**src/pkg/csp_regs.svh**
```systemverilog
// Constants for the filter stream port handshake
`ifndef CSP_REGS_SVH
`define CSP_REGS_SVH
`define CSP_DATA_W 16
`define CSP_CHANNELS 4
`define CSP_SYMBOLS 1
`define CSP_RATE_LIMIT 16
`define CSP_RATE_RESET 4
`define CSP_FIFO_DEPTH 8
`define CSP_READY_DELAY 0
`endif

```
**src/pkg/csp_pkg.sv**
```systemverilog
// State type used only by the filter core
package csp_pkg;
    typedef enum logic [2:0] {
        CSP_IDLE = 3'b001,
        CSP_ACC = 3'b010,
        CSP_EMIT = 3'b100
    } csp_state_t;
endpackage : csp_pkg

```
**src/pkg/csp_stream_if.sv**
```systemverilog
// Stream interface between sample source and filter core
`timescale 1ns/1ps
`include "csp_regs.svh"
interface csp_stream_if #(
    parameter int DATA_W = `CSP_DATA_W,
    parameter int SYMBOLS = `CSP_SYMBOLS,
    parameter int CH_W = $clog2(`CSP_CHANNELS),
    parameter int RATE_W = $clog2(`CSP_RATE_LIMIT)
);
    logic [DATA_W*SYMBOLS-1:0] in_data;
    logic in_valid;
    logic in_ready;
    logic in_sop;
    logic in_eop;
    logic [RATE_W-1:0] rate;
    modport dev (
        input in_data, in_valid, in_sop, in_eop, rate,
        output in_ready
    );
    modport src (
        output in_data, in_valid, in_sop, in_eop, rate,
        input in_ready
    );
endinterface : csp_stream_if

```
**src/design/csp_core.sv**
```systemverilog
// Filter core stream ends: input sink, decimating sum, output source
`timescale 1ns/1ps
`include "csp_regs.svh"
module csp_core
    import csp_pkg::*;
#(
    parameter int DATA_W = `CSP_DATA_W,
    parameter int SYMBOLS = `CSP_SYMBOLS,
    parameter int CHANNELS = `CSP_CHANNELS,
    parameter int RATE_LIMIT = `CSP_RATE_LIMIT,
    parameter bit VAR_RATE = 1'b1,
    parameter int FIXED_RATE = `CSP_RATE_RESET,
    parameter int DEPTH = `CSP_FIFO_DEPTH
) (
    input wire logic sys_clk,
    input wire logic rst,
    csp_stream_if.dev port,
    output logic [DATA_W*SYMBOLS-1:0] out_data,
    output logic out_valid,
    input wire logic out_ready,
    output logic out_sop,
    output logic out_eop,
    output logic [$clog2(CHANNELS)-1:0] out_channel
);
    localparam int CH_W = $clog2(CHANNELS);
    localparam int RATE_W = $clog2(RATE_LIMIT);
    localparam int W = DATA_W * SYMBOLS;
    localparam int CNT_W = RATE_W + 1;
    initial begin
        if (CHANNELS < 2)
            $error("At least two channels are needed");
        if (RATE_LIMIT < 2)
            $error("Rate limit must be at least two");
        if (SYMBOLS < 1)
            $error("A beat needs at least one symbol");
        // Counter has a spare bit, so the limit itself still fits
        if (!VAR_RATE && (FIXED_RATE < 1 || FIXED_RATE > RATE_LIMIT))
            $error("Fixed rate outside the supported range");
        if ($bits(port.rate) != RATE_W)
            $error("Rate input width must match the rate limit");
        if ($bits(port.in_data) != W)
            $error("Beat width must be symbols times data width");
        if (`CSP_READY_DELAY != 0)
            $error("Only zero ready delay is supported");
    end

    function automatic logic [W-1:0] lane_add(
        input logic [W-1:0] a,
        input logic [W-1:0] b
    );
        logic [W-1:0] r;
        r = '0;
        // Symbols added lane by lane, wrapping per lane
        for (int i = 0; i < SYMBOLS; i++)
            r[i*DATA_W +: DATA_W] = a[i*DATA_W +: DATA_W] +
                b[i*DATA_W +: DATA_W];
        return r;
    endfunction : lane_add

    // One decode of the last channel, so both group ends agree
    function automatic logic last_ch(input logic [CH_W-1:0] ch);
        return ch == CH_W'(CHANNELS - 1);
    endfunction : last_ch

    csp_state_t state_reg;
    logic [W-1:0] acc_reg [CHANNELS];
    logic [CH_W-1:0] in_ch_reg;
    logic [CH_W-1:0] emit_ch_reg;
    logic [CNT_W-1:0] cnt_reg;
    logic [CNT_W-1:0] rate_eff;
    logic [CNT_W-1:0] rate_reg;
    logic in_take;
    logic last_in;
    logic [W-1:0] f_wr_data;
    logic f_wr_valid;
    logic f_wr_ready;
    logic [W+CH_W-1:0] f_rd_data;
    logic [W+CH_W-1:0] f_wr_word;

    // Zero rate is treated as one: pass-through
    always_comb begin
        if (VAR_RATE)
            rate_eff = (port.rate == '0) ? CNT_W'(1) :
                CNT_W'(port.rate);
        else
            rate_eff = CNT_W'(FIXED_RATE);
    end

    // Input refused while draining sums into the FIFO
    assign port.in_ready = (state_reg != CSP_EMIT);
    assign in_take = port.in_valid && port.in_ready;
    assign last_in = port.in_eop ||
        last_ch(in_ch_reg);

    always_ff @(posedge sys_clk) begin
        if (rst)
            in_ch_reg <= '0;
        else if (in_take)
            in_ch_reg <= last_in ? '0 : in_ch_reg + 1'b1;
        else if (port.in_valid && port.in_sop)
            in_ch_reg <= '0;
    end

    // Rate sampled once per decimation period to keep periods whole
    always_ff @(posedge sys_clk) begin
        if (rst)
            rate_reg <= CNT_W'(1);
        else if (state_reg == CSP_IDLE)
            rate_reg <= rate_eff;
    end

    always_ff @(posedge sys_clk) begin
        if (rst)
            state_reg <= CSP_IDLE;
        else begin
            unique case (state_reg)
                CSP_IDLE: begin
                    if (in_take && last_in)
                        state_reg <= (rate_eff == CNT_W'(1)) ?
                            CSP_EMIT : CSP_ACC;
                    else if (in_take)
                        state_reg <= CSP_ACC;
                end
                CSP_ACC: begin
                    if (in_take && last_in &&
                        cnt_reg == rate_reg - 1'b1)
                        state_reg <= CSP_EMIT;
                end
                // Leaves once the last channel's sum is buffered
                CSP_EMIT: begin
                    if (f_wr_ready &&
                        last_ch(emit_ch_reg))
                        state_reg <= CSP_IDLE;
                end
                default: state_reg <= CSP_IDLE;
            endcase
        end
    end

    always_ff @(posedge sys_clk) begin
        if (rst)
            cnt_reg <= '0;
        else if (state_reg == CSP_EMIT)
            cnt_reg <= '0;
        else if (in_take && last_in)
            cnt_reg <= cnt_reg + 1'b1;
    end

    always_ff @(posedge sys_clk) begin
        if (rst) begin
            for (int c = 0; c < CHANNELS; c++)
                acc_reg[c] <= '0;
        end else if (in_take) begin
            if (state_reg == CSP_IDLE || cnt_reg == '0)
                acc_reg[in_ch_reg] <= port.in_data;
            else
                acc_reg[in_ch_reg] <= lane_add(acc_reg[in_ch_reg],
                    port.in_data);
        end
    end

    always_ff @(posedge sys_clk) begin
        if (rst)
            emit_ch_reg <= '0;
        else if (state_reg == CSP_EMIT && f_wr_ready)
            emit_ch_reg <= last_ch(emit_ch_reg) ?
                '0 : emit_ch_reg + 1'b1;
    end

    // FIFO back-pressure stalls emission, then input
    assign f_wr_valid = (state_reg == CSP_EMIT);
    assign f_wr_data = acc_reg[emit_ch_reg];
    // Channel travels with its sum, so output flags cannot slip
    assign f_wr_word = {emit_ch_reg, f_wr_data};

    csp_fifo #(
        .WIDTH(W + CH_W),
        .DEPTH(DEPTH)
    ) u_fifo (
        .sys_clk(sys_clk),
        .rst(rst),
        .wr_data(f_wr_word),
        .wr_valid(f_wr_valid),
        .wr_ready(f_wr_ready),
        .rd_data(f_rd_data),
        .rd_valid(out_valid),
        .rd_ready(out_ready)
    );

    assign out_data = f_rd_data[W-1:0];
    assign out_channel = f_rd_data[W+CH_W-1:W];
    assign out_sop = out_valid && out_channel == '0;
    assign out_eop = out_valid &&
        last_ch(out_channel);
endmodule : csp_core

```
**src/design/csp_fifo.sv**
```systemverilog
// Parameterised valid/ready FIFO
`timescale 1ns/1ps
module csp_fifo #(
    parameter int WIDTH = 16,
    parameter int DEPTH = 8
) (
    input wire logic sys_clk,
    input wire logic rst,
    input wire logic [WIDTH-1:0] wr_data,
    input wire logic wr_valid,
    output logic wr_ready,
    output logic [WIDTH-1:0] rd_data,
    output logic rd_valid,
    input wire logic rd_ready
);
    localparam int AW = $clog2(DEPTH);
    initial begin
        if (DEPTH < 2 || (1 << AW) != DEPTH)
            $error("FIFO depth must be a power of two");
    end
    logic [WIDTH-1:0] mem [DEPTH];
    logic [AW:0] wr_ptr_reg;
    logic [AW:0] rd_ptr_reg;
    logic push;
    logic pop;
    assign wr_ready = (wr_ptr_reg - rd_ptr_reg) != (AW+1)'(DEPTH);
    assign rd_valid = wr_ptr_reg != rd_ptr_reg;
    assign push = wr_valid && wr_ready;
    assign pop = rd_valid && rd_ready;
    assign rd_data = mem[rd_ptr_reg[AW-1:0]];
    always_ff @(posedge sys_clk) begin
        if (push)
            mem[wr_ptr_reg[AW-1:0]] <= wr_data;
    end
    always_ff @(posedge sys_clk) begin
        if (rst)
            wr_ptr_reg <= '0;
        else if (push)
            wr_ptr_reg <= wr_ptr_reg + 1'b1;
    end
    always_ff @(posedge sys_clk) begin
        if (rst)
            rd_ptr_reg <= '0;
        else if (pop)
            rd_ptr_reg <= rd_ptr_reg + 1'b1;
    end
endmodule : csp_fifo

```
**src/flat_wrapper.sv**
```systemverilog
// flat-port wrapper written by rule: the top's interface ports become plain ports
module csp_core_flat import csp_pkg::*;
#(
    parameter int DATA_W = `CSP_DATA_W,
    parameter int SYMBOLS = `CSP_SYMBOLS,
    parameter int CHANNELS = `CSP_CHANNELS,
    parameter int RATE_LIMIT = `CSP_RATE_LIMIT,
    parameter bit VAR_RATE = 1'b1,
    parameter int FIXED_RATE = `CSP_RATE_RESET,
    parameter int DEPTH = `CSP_FIFO_DEPTH
)
  (sys_clk, rst, out_data, out_valid, out_ready, out_sop, out_eop, out_channel, port_in_data, port_in_valid, port_in_sop, port_in_eop, port_rate, port_in_ready);
  csp_stream_if #(.DATA_W(DATA_W), .SYMBOLS(SYMBOLS)) port_i ();
  input wire logic sys_clk;
  input wire logic rst;
  output logic [DATA_W*SYMBOLS-1:0] out_data;
  output logic out_valid;
  input wire logic out_ready;
  output logic out_sop;
  output logic out_eop;
  output logic [$clog2(CHANNELS)-1:0] out_channel;
  input wire logic [$bits(port_i.in_data)-1:0] port_in_data;
  input wire logic [$bits(port_i.in_valid)-1:0] port_in_valid;
  input wire logic [$bits(port_i.in_sop)-1:0] port_in_sop;
  input wire logic [$bits(port_i.in_eop)-1:0] port_in_eop;
  input wire logic [$bits(port_i.rate)-1:0] port_rate;
  output wire logic [$bits(port_i.in_ready)-1:0] port_in_ready;
  assign port_i.in_data = port_in_data;
  assign port_i.in_valid = port_in_valid;
  assign port_i.in_sop = port_in_sop;
  assign port_i.in_eop = port_in_eop;
  assign port_i.rate = port_rate;
  assign port_in_ready = port_i.in_ready;
  csp_core #(.DATA_W(DATA_W), .SYMBOLS(SYMBOLS), .CHANNELS(CHANNELS), .RATE_LIMIT(RATE_LIMIT), .VAR_RATE(VAR_RATE), .FIXED_RATE(FIXED_RATE), .DEPTH(DEPTH)) u_core (.sys_clk(sys_clk), .rst(rst), .port(port_i), .out_data(out_data), .out_valid(out_valid), .out_ready(out_ready), .out_sop(out_sop), .out_eop(out_eop), .out_channel(out_channel));
endmodule
```
**config.mk**
```make
export PLATFORM = sky130hd
export DESIGN_NAME = csp_core_flat
export DESIGN_NICKNAME = d
export VERILOG_FILES = /design/src/pkg/csp_pkg.sv /design/src/pkg/csp_stream_if.sv /design/src/design/csp_core.sv /design/src/design/csp_fifo.sv /design/src/flat_wrapper.sv
export VERILOG_INCLUDE_DIRS = /design/src /design/src/pkg
export SDC_FILE = /design/constraint.sdc
export NUM_CORES = 1
export LEC_CHECK = 0
export BUFFER_PORTS_ARGS = -buffer_cell sky130_fd_sc_hd__buf_2
export CORE_ASPECT_RATIO = 1.4
export CORE_MARGIN = 1.5
export CORE_UTILIZATION = 62
export DETAILED_ROUTE_END_ITERATION = 8
export HOLD_SLACK_MARGIN = 0.06
export PLACE_DENSITY = 0.84
export SYNTH_ARGS = -nofsm -noshare
export SYNTH_HDL_FRONTEND = slang
export SYNTH_SLANG_ARGS = --single-unit
```
**constraint.sdc**
```tcl
create_clock -name sys_clk -period 4.4 [get_ports sys_clk]
set_clock_uncertainty 0.2 [all_clocks]
set_input_delay 0.44 -clock sys_clk [delete_from_list [all_inputs] [get_ports sys_clk]]
set_output_delay 0.44 -clock sys_clk [all_outputs]
set_load 0.05 [all_outputs]
```
==> flow_summary_export.csv <==
group,metric,value,unit
yosys,yosysSeqAreaShare,62.7,%
cts,tritoncts,"yes",
yosys,synth_mux_area_share,16.8,%
routing,drc,0,
die,boundaryPins,48,
critical_path,worstSetupEndpointType,"flip-flop",
yosys,synth_edf_count,208,
final_layout,largest_register_ffs,144,
critical_path,critPathBufInv,1,
sta,final_max_slew_viol_count,0,
final_layout,n_antenna_cell,0,
die,die_height,160,um
critical_path,r2r_cells,10,
global_route,antenna_found_initial,0,
min_path,hp-class,"input port to flip-flop",
yosys,syn_nets,766,
yosys,synth_fa_ha_area_share,3.04,%
critical_path,cp_max_fo,15,
final_layout,seqCellArea,0.00687,mm2
final_layout,n_fill_cell,1108,
cts,postCtsSetupRepairBufs,0,
die,die_w,115,um
final_layout,final_nets,817,
critical_path,path_delay_family,"compound AO/OA/AOI/OAI gates",
global_route,grt_pass1_wl,35800,um
power,ir_drop,322,uV
critical_path,crit_type,"flip-flop to flip-flop",
place,port_buffers,47,
yosys,synth_area_per_cell,15.3,um2
routing,first_pass_iters,4,
critical_path,cp.required,4410,ps
routing,ant_nets,0,
sta,rsz0062_at_grt,"no",
final_layout,drive_gt1_share,25.2,%
yosys,synth-compound-area-share,5.10,%
critical_path,startpoint_type,"flip-flop",
final_layout,final_cell_area,0.0122,mm2
yosys,synth.cell_area,0.0110,mm2
cts,cts_root_buffer,"clkbuf_16",
die,rows,57,
yosys,synthCells,714,
sta,fin_tns_setup,0,ps
run,cap_violations,0,
global_route,track_usage,25.9,%
sta,setup_viol,0,
cts,post_cts_resized,0,
yosys,ys_types,61,
routing,drt_iter0_markers,420,
sta,worst_pin_slew,1170,ps
power,total_power,4.68,mW
routing,via_per_inst,6.37,
critical_path,path_depth,10,
cts,clkTransAtPathRegs,70,ps
die,die_area,0.0185,mm2
outcome,outcome,"complete, no violations",
final_layout,fin_cells,1013,
power,cellPowerDensity,385,mW/mm2
yosys,synth_top_family_by_area,"multiplexers",
cts,cts_buffers,21,
power,power.leakage,4.24,nW
yosys,ys_warn_count,0,
sta,period_needed,3700,ps
critical_path,slowest_stage,"mux4_2",
die,initial_core_util,63.2,%
critical_path,cp.arrival,3720,ps
global_route,grt_pass1_vias,6721,
min_path,whs_path_depth,3,
routing,wl_per_cell,22.6,um
final_layout,area_growth,11.0,%
place,place_area,0.0115,mm2
place,hpwl,15000,um
sta,finalCritPeriodShare,84.2,%
die,core-area,0.0173,mm2
routing,routed_wl,22900,um
place,dp_cells,974,
yosys,synthArstFlopShare,0,%
yosys,synth-seq-cells,239,
cts,clkSinkCount,239,
yosys,synth_flop_cell,"edfxtp_1",
critical_path,slowest_delay,600,ps
yosys,synth-simple-area-share,8.37,%
sta,max_slew_margin,21.6,%
critical_path,worstPathCellList,"buf_4, mux4_2, fa_1, a21o_1, nand4_1, a21boi_1, a221oi_1, nor4b_1, a311oi_2, nor2_1",
sta,hold_viol_final,0,
sta,max_freq,270,MHz
routing,dr_total_vias,6454,
global_route,overflow,0,
place,gp_congestion,0.863,
cts,clkLatencyLatePin,500,ps
final_layout,multi_input_area,0.00388,mm2
global_route,grt_max_degree,31,
yosys,synth_xor_area_share,1.75,%
cts,cts_buffer_depth,3,
cts,cts_max_level,1,
final timing paths:
kind	start	slack, ps	end
max	flip-flop	700	u_core.acc_reg[1][12]
min	out_ready	80	u_core.u_fifo.rd_ptr_reg[1]
max reg2reg	flip-flop	700	u_core.acc_reg[1][12]
min reg2reg	u_core.rate_reg[1]	290	u_core.rate_reg[1]
cell families (layout without fill, tap and decap cells):
group / after synthesis / count (layout)
XOR/XNOR: 21 / 21
multiplexers: 97 / 97
AO/OA/AOI/OAI: 84 / 84
adder cells (fa/ha/maj): 26 / 26
buffers and inverters: 57 / 120
AND/OR/NAND/NOR: 190 / 190
flip-flops: 239 / 239
Yosys cell counts (3+ instances only):
cell type	number	share of area, %
nor2b_1	8	0.46
buf_2	13	0.59
or3b_1	3	0.24
buf_4	3	0.21
nand3_1	11	0.50
clkbuf_1	22	0.75
and3_1	4	0.23
ha_1	25	2.9
nand2b_1	8	0.46
xnor2_1	8	0.64
o21ai_1	8	0.37
o21ai_0	8	0.37
xor2_1	12	0.96
mux2_2	18	1.9
nand4_1	6	0.34
edfxtp_1	208	57
and2_1	4	0.23
mux4_2	68	14
a21oi_1	26	1.2
nand2_1	35	1.2
dfxtp_1	31	5.7
a211oi_1	3	0.21
inv_1	17	0.58
a21o_1	8	0.55
nor2_1	77	2.6
nor3_1	10	0.46
or3_1	8	0.46
o21bai_1	3	0.21
mux2i_1	11	1.0
a31oi_1	5	0.29
nor3b_1	7	0.48
where the power goes:
group          total [mW]  switching [mW]  leakage [nW]  internal (mW)
sequential           2.54          0.0300          2.23           2.51
combinational       0.365           0.222          1.69          0.143
clock                1.77           0.780         0.319          0.995
metal layers:
layer	share of wire, %	up-vias	global-route usage, %
li1	-	2869	-
met1	36	3245	31.4
met2	53	251	44.9
met3	5.9	89	3.98
met4	4.8	0	13.0
met5	0	-	0
timing repair:
action | 4_1_cts | 5_1_grt
endpoints found under the hold margin | 4 | 0
hold buffers | 4 | 0
endpoints found under the setup margin | 0 | 0
through the flow:
| stage | setup slack (ps) | util [%] | hold WS (ps) |
|---|---|---|---|
| after global routing | 528 | 70.1 | 82.7 |
| after detailed placement | 752 | 66.2 | 283 |
| after floorplan | 637 | - | 249 |
| final | 695 | 70.1 | 83.5 |
| after global placement | 852 | 66.2 | 262 |
| after CTS | 730 | 70.1 | 64.9 |
layout make-up:
class | instances | area share, %
clock inverters | 10 | 0.865
repair buffers | 68 | 3.31
clock buffers | 25 | 4.45
flip-flops and latches | 239 | 56.5
well taps | 236 | 2.43
multi-input cells | 418 | 31.9
inverters | 17 | 0.525
worst reg2reg max path, stage by stage, from the launching register on:
cell and delay (ps):
dfxtp_1 360, buf_4 330, mux4_2 610, fa_1 450, a21o_1 190, nand4_1 110
a21boi_1 150, a221oi_1 440, nor4b_1 130, a311oi_2 340, nor2_1 110
placed cells by master (no fill, tap or decap), types with 4 or more instances in the layout:
master         count
edfxtp_1         208
nor2_1            77
mux4_2            68
buf_2             47
nand2_1           35
dfxtp_1           30
a21oi_1           26
ha_1              25
clkbuf_16         21
mux2_2            18
inv_1             17
buf_4             17
xor2_1            12
nand3_1           11
mux2i_1           11
a21o_1             8
o21ai_0            8
or3_1              8
o21ai_1            8
nor3_1             8
nor2b_1            8
nand2b_1           8
xnor2_1            8
nand4_1            6
a31oi_1            5
and3_1             4
and2_1             4
nor3b_2            4
clkinv_2           4
clkbuf_1           4
dlygate4sd3_1      4
Power figures use the tool's default switching activity.
